<file path="src/amp_ctrl_pkg.sv">
// Package with constants and types for the amplifier mode, mute and fault control
package amp_ctrl_pkg;

  // Register byte offsets
  localparam logic [7:0] CTRL_OFS   = 8'h00;
  localparam logic [7:0] STATE_OFS  = 8'h04;
  localparam logic [7:0] IRQ_ST_OFS = 8'h08;
  localparam logic [7:0] IRQ_MK_OFS = 8'h0C;

  // Control register fields
  localparam int CTRL_SW_OVR_POS = 0;
  localparam int CTRL_SW_PD_POS  = 1;
  localparam int CTRL_SW_SIL_POS = 2;
  localparam int CTRL_SW_SEL_POS = 3;

  // Event bit positions, shared by status and mask
  localparam int EV_OVERCUR_POS = 0;
  localparam int EV_THERMAL_POS = 1;
  localparam int EV_UNDERV_POS  = 2;
  localparam int EV_MODE_POS    = 3;
  localparam int EV_W           = 4;

  // Reset values
  localparam logic [3:0]      CTRL_RST = 4'h0;
  localparam logic [EV_W-1:0] MASK_RST = 4'h0;

  // Fault codes, bit1/bit0 as driven on the pins (1 = released)
  localparam logic [1:0] CODE_NORMAL  = 2'h3;
  localparam logic [1:0] CODE_OVERCUR = 2'h1;
  localparam logic [1:0] CODE_UNDERV  = 2'h2;
  localparam logic [1:0] CODE_THERMAL = 2'h0;

  typedef enum logic [1:0] {FLT_NONE, FLT_OVERCUR, FLT_THERMAL, FLT_UNDERV} fault_kind_t;

  typedef enum {ST_SLEEP, ST_CLASSD, ST_HEADPHONE} amp_state_t;

  // Analog detector inputs
  typedef struct packed {
    logic overcur;
    logic thermal_cd;
    logic thermal_hp;
    logic underv;
  } detect_t;

  // Controls to the analog power stages
  typedef struct packed {
    logic sleep_all;
    logic classd_on;
    logic headphone_path_on;
    logic low_side_on;
    logic drive_en;
  } stage_ctl_t;

endpackage : amp_ctrl_pkg

</file>
<file path="src/amp_mode_mute_fault_control.sv">
// Control and status logic of a class-D amplifier with optional headphone path
//
// Operation
// - Power-down low sleeps whole device
// - Silence low turns on low-side transistors
// - Silence released restores normal output drive
// - Select low: class-D active, headphone sleeps
// - Select high: headphone active, class-D sleeps
// - Select falling returns to class-D operation
// - Two fault outputs encode four states
// - Headphone reports thermal and undervoltage only, same codes
// - Fault outputs open-drain, outside pull-up
// - Fault code held until power-down/silence toggled
//
// The register addresses and the APB register port are this design's own decisions.
`timescale 1ns/10ps

module amp_mode_mute_fault_control
(
  input  wire logic                      mclk,
  input  wire logic                      rst,
  // APB slave
  input  wire logic                      psel,
  input  wire logic                      penable,
  input  wire logic                      pwrite,
  input  wire logic [7:0]                paddr,
  input  wire logic [31:0]               pwdata,
  output logic      [31:0]               prdata,
  output logic                           pready,
  output logic                           pslverr,
  // Control pins, asynchronous
  input  wire logic                      power_down_n,
  input  wire logic                      silence_n,
  input  wire logic                      amp_select,
  // Analog detectors, asynchronous
  input  wire amp_ctrl_pkg::detect_t     detect,
  // Stage controls
  output amp_ctrl_pkg::stage_ctl_t       stage_ctl,
  // Open-drain fault pins
  input  wire logic                      fault_code_bit0_in,
  input  wire logic                      fault_code_bit1_in,
  output logic                           fault_code_bit0_out,
  output logic                           fault_code_bit1_out,
  output logic                           fault_code_bit0_oe,
  output logic                           fault_code_bit1_oe,
  output logic                           irq
);

  ////////////////////////////////////////////////////////////////////////////
  // Input synchronisers

  logic [6:0] sync1_r;
  logic [6:0] sync2_r;
  logic [6:0] sync_nxt;

  always_comb
  begin
    sync_nxt = {power_down_n, silence_n, amp_select, detect};
  end

  always_ff @(posedge mclk)
  begin
    if (rst)
    begin
      sync1_r <= 7'h60;
      sync2_r <= 7'h60;
    end
    else
    begin
      sync1_r <= sync_nxt;
      sync2_r <= sync1_r;
    end
  end

  ////////////////////////////////////////////////////////////////////////////
  // Registers and effective controls

  logic [3:0]              ctrl_r;
  logic [3:0]              ctrl_nxt;
  logic [3:0]              ev_st_r;
  logic [3:0]              ev_st_nxt;
  logic [3:0]              ev_mk_r;
  logic [3:0]              ev_mk_nxt;
  logic                    pd_n;
  logic                    sil_n;
  logic                    sel;
  amp_ctrl_pkg::detect_t   det;

  always_comb
  begin
    det   = amp_ctrl_pkg::detect_t'(sync2_r[3:0]);
    pd_n  = sync2_r[6];
    sil_n = sync2_r[5];
    sel   = sync2_r[4];
    if (ctrl_r[amp_ctrl_pkg::CTRL_SW_OVR_POS])
    begin
      pd_n  = ~ctrl_r[amp_ctrl_pkg::CTRL_SW_PD_POS];
      sil_n = ~ctrl_r[amp_ctrl_pkg::CTRL_SW_SIL_POS];
      sel   = ctrl_r[amp_ctrl_pkg::CTRL_SW_SEL_POS];
    end
  end

  ////////////////////////////////////////////////////////////////////////////
  // Mode state machine

  amp_ctrl_pkg::amp_state_t state_r;
  amp_ctrl_pkg::amp_state_t state_nxt;
  logic                     pd_n_d_r;
  logic                     sil_n_d_r;

  always_comb
  begin
    state_nxt = state_r;
    case (state_r)
      amp_ctrl_pkg::ST_SLEEP:
        if (pd_n)
          state_nxt = sel ? amp_ctrl_pkg::ST_HEADPHONE : amp_ctrl_pkg::ST_CLASSD;
      amp_ctrl_pkg::ST_CLASSD:
        if (!pd_n)
          state_nxt = amp_ctrl_pkg::ST_SLEEP;
        else if (sel)
          state_nxt = amp_ctrl_pkg::ST_HEADPHONE;
      amp_ctrl_pkg::ST_HEADPHONE:
        if (!pd_n)
          state_nxt = amp_ctrl_pkg::ST_SLEEP;
        else if (!sel)
          state_nxt = amp_ctrl_pkg::ST_CLASSD;
      default:
        state_nxt = amp_ctrl_pkg::ST_SLEEP;
    endcase
  end

  always_ff @(posedge mclk)
  begin
    if (rst)
    begin
      state_r   <= amp_ctrl_pkg::ST_SLEEP;
      pd_n_d_r  <= 1'b1;
      sil_n_d_r <= 1'b1;
    end
    else
    begin
      state_r   <= state_nxt;
      pd_n_d_r  <= pd_n;
      sil_n_d_r <= sil_n;
    end
  end

  always_comb
  begin
    stage_ctl.sleep_all         = (state_r == amp_ctrl_pkg::ST_SLEEP);
    stage_ctl.classd_on         = (state_r == amp_ctrl_pkg::ST_CLASSD);
    stage_ctl.headphone_path_on = (state_r == amp_ctrl_pkg::ST_HEADPHONE);
    stage_ctl.low_side_on       = !stage_ctl.sleep_all && !sil_n;
    stage_ctl.drive_en          = !stage_ctl.sleep_all && sil_n;
  end

  ////////////////////////////////////////////////////////////////////////////
  // Fault latch

  amp_ctrl_pkg::fault_kind_t flt_r;
  amp_ctrl_pkg::fault_kind_t flt_nxt;
  logic                      clr_toggle;
  logic                      thermal_now;

  always_comb
  begin
    clr_toggle  = (pd_n != pd_n_d_r) || (sil_n != sil_n_d_r);
    thermal_now = (stage_ctl.classd_on && det.thermal_cd)
               || (stage_ctl.headphone_path_on && det.thermal_hp);
    flt_nxt = clr_toggle ? amp_ctrl_pkg::FLT_NONE : flt_r;
    if (flt_r == amp_ctrl_pkg::FLT_NONE || clr_toggle)
    begin
      if (thermal_now)
        flt_nxt = amp_ctrl_pkg::FLT_THERMAL;
      else if (stage_ctl.classd_on && det.overcur)
        flt_nxt = amp_ctrl_pkg::FLT_OVERCUR;
      else if (!stage_ctl.sleep_all && det.underv)
        flt_nxt = amp_ctrl_pkg::FLT_UNDERV;
    end
  end

  always_ff @(posedge mclk)
  begin
    if (rst)
      flt_r <= amp_ctrl_pkg::FLT_NONE;
    else
      flt_r <= flt_nxt;
  end

  function automatic logic [1:0] fault_code(input amp_ctrl_pkg::fault_kind_t k);
    case (k)
      amp_ctrl_pkg::FLT_OVERCUR: fault_code = amp_ctrl_pkg::CODE_OVERCUR;
      amp_ctrl_pkg::FLT_THERMAL: fault_code = amp_ctrl_pkg::CODE_THERMAL;
      amp_ctrl_pkg::FLT_UNDERV:  fault_code = amp_ctrl_pkg::CODE_UNDERV;
      default:                   fault_code = amp_ctrl_pkg::CODE_NORMAL;
    endcase
  endfunction : fault_code

  logic [1:0] code;

  always_comb
  begin
    code                = fault_code(flt_r);
    fault_code_bit0_out = 1'b0;
    fault_code_bit1_out = 1'b0;
    fault_code_bit0_oe  = ~code[0];
    fault_code_bit1_oe  = ~code[1];
  end

  ////////////////////////////////////////////////////////////////////////////
  // Event flags and interrupt

  logic [3:0] ev_set;

  always_comb
  begin
    ev_set = 4'h0;
    ev_set[amp_ctrl_pkg::EV_OVERCUR_POS] = (flt_nxt == amp_ctrl_pkg::FLT_OVERCUR)
                                         && (flt_r != amp_ctrl_pkg::FLT_OVERCUR);
    ev_set[amp_ctrl_pkg::EV_THERMAL_POS] = (flt_nxt == amp_ctrl_pkg::FLT_THERMAL)
                                         && (flt_r != amp_ctrl_pkg::FLT_THERMAL);
    ev_set[amp_ctrl_pkg::EV_UNDERV_POS]  = (flt_nxt == amp_ctrl_pkg::FLT_UNDERV)
                                         && (flt_r != amp_ctrl_pkg::FLT_UNDERV);
    ev_set[amp_ctrl_pkg::EV_MODE_POS]    = (state_nxt != state_r);
  end

  ////////////////////////////////////////////////////////////////////////////
  // APB slave

  logic        wr_acc;
  logic        rd_hit;
  logic [31:0] rdata_nxt;
  logic        err_nxt;

  always_comb
  begin
    wr_acc    = psel && penable && pwrite;
    ctrl_nxt  = ctrl_r;
    ev_mk_nxt = ev_mk_r;
    ev_st_nxt = ev_st_r;
    rdata_nxt = 32'h0000_0000;
    rd_hit    = 1'b1;
    if (paddr == amp_ctrl_pkg::CTRL_OFS)
    begin
      rdata_nxt = {28'h0, ctrl_r};
      if (wr_acc)
        ctrl_nxt = pwdata[3:0];
    end
    else if (paddr == amp_ctrl_pkg::STATE_OFS)
      rdata_nxt = {24'h0, 2'(state_r), 2'(flt_r), code, pd_n, sil_n};
    else if (paddr == amp_ctrl_pkg::IRQ_ST_OFS)
    begin
      rdata_nxt = {28'h0, ev_st_r};
      if (wr_acc)
        ev_st_nxt = ev_st_r & ~pwdata[3:0];
    end
    else if (paddr == amp_ctrl_pkg::IRQ_MK_OFS)
    begin
      rdata_nxt = {28'h0, ev_mk_r};
      if (wr_acc)
        ev_mk_nxt = pwdata[3:0];
    end
    else
      rd_hit = 1'b0;
    ev_st_nxt = ev_st_nxt | ev_set;
    err_nxt   = psel && penable && !rd_hit;
    pready    = psel && penable;
    pslverr   = err_nxt;
    prdata    = rdata_nxt;
    irq       = |(ev_st_r & ev_mk_r);
  end

  always_ff @(posedge mclk)
  begin
    if (rst)
    begin
      ctrl_r  <= amp_ctrl_pkg::CTRL_RST;
      ev_st_r <= 4'h0;
      ev_mk_r <= amp_ctrl_pkg::MASK_RST;
    end
    else
    begin
      ctrl_r  <= ctrl_nxt;
      ev_st_r <= ev_st_nxt;
      ev_mk_r <= ev_mk_nxt;
    end
  end

endmodule : amp_mode_mute_fault_control

</file>
<file path="config.mk">
export PLATFORM = sky130hd
export DESIGN_NAME = amp_mode_mute_fault_control
export DESIGN_NICKNAME = d
export VERILOG_FILES = /design/src/amp_ctrl_pkg.sv /design/src/amp_mode_mute_fault_control.sv
export SDC_FILE = /design/constraint.sdc
export NUM_CORES = 1
export LEC_CHECK = 0
export ABC_AREA = 1
export BUFFER_PORTS_ARGS = -buffer_cell sky130_fd_sc_hd__buf_2
export CAP_MARGIN = 10
export CORE_MARGIN = 3
export CORE_UTILIZATION = 49
export CTS_BUF_LIST = sky130_fd_sc_hd__clkbuf_8
export DETAILED_ROUTE_END_ITERATION = 8
export PLACE_DENSITY = 0.88
export SYNTH_ARGS = -nofsm -noshare
export SYNTH_HDL_FRONTEND = slang
export SYNTH_SLANG_ARGS = --single-unit
export TNS_END_PERCENT = 20
</file>
<file path="constraint.sdc">
create_clock -name mclk -period 1.91 [get_ports mclk]
set_input_delay 0.382 -clock mclk [delete_from_list [all_inputs] [get_ports mclk]]
set_output_delay 0.382 -clock mclk [all_outputs]
set_load 0.01 [all_outputs]
</file>
# Word level (Yosys, flattened, before mapping)

Index checks and enable logic that the tools add are counted.

Equality and inequality tests: 19
Bitwise operators: 11
Reduce and logical (&&, ||, !) cells: 25
Muxes and demuxes: 28

Operators with widths:

| kind                | count |
|---|---|
| $mux 32             | 5 |
| $pmux 32 s3         | 1 |
| $eq 32x2->1 const B | 2 |
| $logic_not 32->1    | 2 |
| $eq 32x1->1 const B | 1 |
| $eq 32x3->1 const B | 1 |
| $ne 32x32->1        | 1 |
| $mux 4              | 6 |
| $eq 8x4->1 const B  | 2 |
| $mux 8              | 2 |
| $logic_and 1x1->1   | 12 |
| $mux 2              | 6 |
| $and 4x4->4         | 2 |
| $eq 2x2->1 const B  | 4 |
| $eq 8x3->1 const B  | 1 |
| $logic_not 8->1     | 1 |
| $mux 1              | 7 |
| $not 1->1           | 7 |
| $pmux 2 s3          | 1 |
| $reduce_and 5->1    | 1 |
| $eq 2x1->1 const B  | 2 |
| $ne 2x2->1 const B  | 2 |
| $not 4->4           | 1 |
| $or 4x4->4          | 1 |
| other kinds (7)     | 12 |

Word-level logic and storage cells: 92
Bits in registers: 62
Output and inout port bits: 44

# Depth between registers and ports, before layout

Depth after elaboration: 12
Depth in mapped cells: 15
Mapped depth without buffers: 15

# Worst setup path after synthesis

Ideal clock, no wire load.

Path kind: input -> output
Start: input paddr[7]
End: output prdata[0]
Stages: 7
Arrival: 1.480 ns
Required time: 1.528 ns
Buffers on the path: 0
Setup slack: 0.048 ns
Cell sequence: nor2_1 > nand2_1 > nor4_1 > inv_1 > o22ai_1 > a21oi_1 > o21ai_0

Cells in the longest elaborated chain, start to end: 5
Elaborated cells between the ends (all ways): 8
Classes of those cells: eq/ne (3); mux (4); reduce/logical (1)

Ends and longest elaborated chain:

| what            | RTL line                           | source |
|---|---|---|
| start, declared | amp_mode_mute_fault_control.sv:26  | `input wire logic [7:0] paddr,` |
| $eq 8x4->1      | amp_mode_mute_fault_control.sv:258 | `else if (paddr == amp_ctrl_pkg::IRQ_MK_OFS)` |
| $mux 4          | amp_mode_mute_fault_control.sv:258 |  |
| $mux 4          | amp_mode_mute_fault_control.sv:252 | `else if (paddr == amp_ctrl_pkg::IRQ_ST_OFS)` |
| $mux 8          | amp_mode_mute_fault_control.sv:250 | `else if (paddr == amp_ctrl_pkg::STATE_OFS)` |
| $mux 8 *        | amp_mode_mute_fault_control.sv:244 | `if (paddr == amp_ctrl_pkg::CTRL_OFS)` |
| end, declared   | amp_mode_mute_fault_control.sv:28  | `output logic [31:0] prdata,` |

Every way passes the cells marked *; elsewhere a longest branch is shown, timed or not.

# Worst setup path in the final report

Start: input paddr[1]
End: output prdata[0]

Same word-level chain as after synthesis.

==> results by group <==
Detailed routing
  • Vias/cell: 4.60
  • Per-cell routed wire length: 11.8 µm
  • Iteration-0 DRC Markers: 138
  • TritonRoute pass-1 iters: 4
  • Final ANT Viol Nets: 0
  • DRT Wirelength: around 5800 µm
  • DRC violations left: 0
  • Via Count: 2259

Final layout
  • Area Overhead vs Synth: 28.7%
  • Final net count: 478
  • Layout cells sized above 1: a little over a quarter
  • N_diodes: 0
  • Fin area: 3270 µm²
  • Post-Layout Cell Count: between 400 and 500

Setup path
  • Worst r2r path cells: 12
  • CP Cell Sequence: buf_2, nor2_1, inv_2, nor3_1, nand3_2, buf_4, o21ai_0, buf_2
  • Worst Path Buf+Inv: 4
  • WP data required: between 1.5 and 2 ns
  • Type of the worst setup path: in2out
  • CP arrival: approximately 1.6 ns
  • Max incr delay on CP: 0.24 ns
  • Worst setup EP type: primary output
  • Stages on worst setup path: 8
  • Cell family with most CP delay: simple AND/OR/NAND/NOR gates
  • Most used cell, CP: buf_2
  • Slowest cell on the critical path: nor3_1
  • Crit path max fanout: 4
  • Crit path launch type: primary input

Clock network
  • # hold bufs at CTS: 0
  • Htree depth: 3
  • Clock Latency Late Sink: 0.33 ns
  • Clock sink count: 62
  • CTS tree: built
  • Root Buffer: clkbuf_8
  • Clock Tree Buf Depth: 2
  • CTS clk-pin slew, worst paths: approximately 0.06 ns
  • TritonCTS Buffers: 9

Yosys
  • Average instance area after synthesis: 7.60 µm²
  • Flops & latches, synth: 62
  • Post-synth EDFFs: 0
  • Post-Synthesis Cell Area: 2540 µm²
  • Sequential-to-total area share from yosys stat: 48.9%
  • Synth Flop Type: dfxtp_1
  • Share of flip-flops with an asynchronous set or reset: 0%
  • Mapped Cells: 334
  • Distinct cells, synth: 27
  • Yosys warning total: 0

Timing
  • Final period util: 105%
  • Final setup margin: -0.100 ns
  • Unrepaired setup endpoints after global routing: yes
  • Max Slew Vio Count: 0
  • Final Critical Period: 2.01 ns
  • TNS Setup: -0.192 ns
  • Final Hold Vio Count: 0
  • Hold_ws: 0.227 ns
  • FMAX: a little under 0.5 GHz
  • Clock skew: 0.00684 ns
  • Final setup violation count: 3

Power and ir drop
  • Pwr/cell area: ~840 nW/µm²
  • Leakage: 1.64 nW
  • Maximum vdd ir drop: 0.000705 V

Floorplan
  • Top Ports: 98
  • Starting Density: 52.1%
  • Die W: 78.0 µm
  • Die height: 78.0 µm
  • Core area: 4880 µm²
  • Row count: 25
  • Die area: 6080 µm²

Placement
  • Post-DP HPWL: ~3700 µm
  • Placed cell areas: 2870 µm²
  • IO Port Bufs: 41
  • Setup WS pre-CTS: -0.0810 ns
  • Cells after DPL: roughly 470
  • RePlAce Congestion: 0.923

GRT
  • Vias in the first global route: 2116
  • Initial antenna violation count: 0
  • Largest net degree at the start of global routing: 22
  • GRT Residual Overflow: 0
  • Gr usage total: between 10% and 20%
  • First-pass GRT wire length: 8810 µm

Run
  • Max Cap Viol: 0

Run status
  • Failing checks: setup timing
  • Status: finished, violations left

Min path
  • HP Class: in2reg
  • Worst hold stages: 2
synth_stat cells (3+ instances only):
cell	n	share of area [%]
clkbuf_1	3	0.44
nand3_1	15	3.0
buf_4	26	7.7
nand2_1	59	8.7
or2_2	4	0.99
o21ai_0	14	2.8
nor3_1	3	0.59
inv_1	57	8.4
nor4_1	3	0.74
a21oi_1	12	2.4
dfxtp_1	62	49
nor2_1	52	7.7
ha_1	4	2.0
o22ai_1	3	0.74
o211ai_1	3	0.89
state kept, by name (all words and copies together), names as in the netlist, 2 cells and up:
register / count
ev_mk_r: 4
state_r: 32
sync1_r: 7
sync2_r: 7
ctrl_r: 4
ev_st_r: 4
flt_r: 2
area by class of cell:
cell class              count  area [µm²]
flip-flops and latches     62        1260
fillers                   361        1610
well taps                  67        83.8
repair buffers             49         278
clock inverters             3        42.5
multi-input cells         240        1230
clock buffers              12         165
inverters                  58         218
cells by family (layout without fill, tap and decap cells):
group,after synthesis,in the layout,share of synthesized area (%)
simple gates,143,143,23.7
buf+inv,87,122,16.7
flops,62,62,48.9
compound gates,36,36,7.93
fa+ha+maj,4,4,1.97
other cells,1,56,0.148
xor+xnor,1,1,0.641
report_power, final:
part | internal, mW | switching, mW
combinational | 0.0675 | 0.138
clock | 0.699 | 0.478
sequential | 1.35 | 0.0224
total | 2.12 | 0.638
repair_timing:
item | in CTS | in global routing
endpoints found under the hold margin | 0 | 0
buffers inserted | 0 | 3
gates resized for setup | 14 | 41
endpoints found under the setup margin | 9 | 13
gates cloned | 0 | 0
pin swaps | 0 | 14
routing by layer:
metal	global-route usage (%)	up-vias	part of all wire, %
met5	0	-	0
met4	14.9	0	4.7
met2	30.7	132	50
met3	5.57	30	8.4
li1	-	1113	-
met1	20.6	984	36
placed cells by master, fill, tap and decap left out:
master and count:
conb_1 56, buf_6 2, o21ai_4 1, a211oi_1 1, inv_2 9, nor2_4 5
nand3_1 14, inv_1 49, nand2_4 1, o22ai_1 3, dfxtp_4 3, xor2_2 1
nor3_4 1, nor4_4 3, dfxtp_2 3, nor2_1 39, nor2_2 11, nand2_1 53
ha_1 4, o21ai_0 13, o211ai_1 3, or2_2 4, buf_4 8, o21ai_1 1
o2111ai_1 1, clkbuf_8 12, nand3_2 2, o21ai_2 1, clkinvlp_4 1, bufinv_16 1
nand4_1 2, a21oi_1 12, buf_2 39, nand2_2 6, nor3_1 2, clkinv_2 1
dfxtp_1 56
metrics by stage:
stage               total power, mW  util, %
floorplan                      1.56        -
global placement               1.57     58.7
detailed placement             1.58     58.7
CTS                            2.75     64.0
global route                   2.87     67.0
finish                         2.75     67.0
final timing paths:
kind                                   end  startpoint  slack, ns
worst max-delay path             prdata[0]    paddr[1]      -0.10
worst min-delay path            sync1_r[5]   silence_n       0.23
worst max register to register  ev_st_r[2]   ctrl_r[0]       0.22
worst min register to register  sync2_r[3]  sync1_r[3]       0.40
worst reg2reg max path, stage by stage (launching register included):
cell     delay [ns]
dfxtp_2        0.40
nand2_1        0.13
o21ai_4        0.13
xor2_2         0.24
nand3_1        0.19
nand2_1        0.10
inv_1          0.04
nand2_1        0.07
nand3_2        0.09
inv_2          0.06
nor2_2         0.03
nand2_1        0.07
nand2_1        0.04
Power figures use the tool's default switching activity.
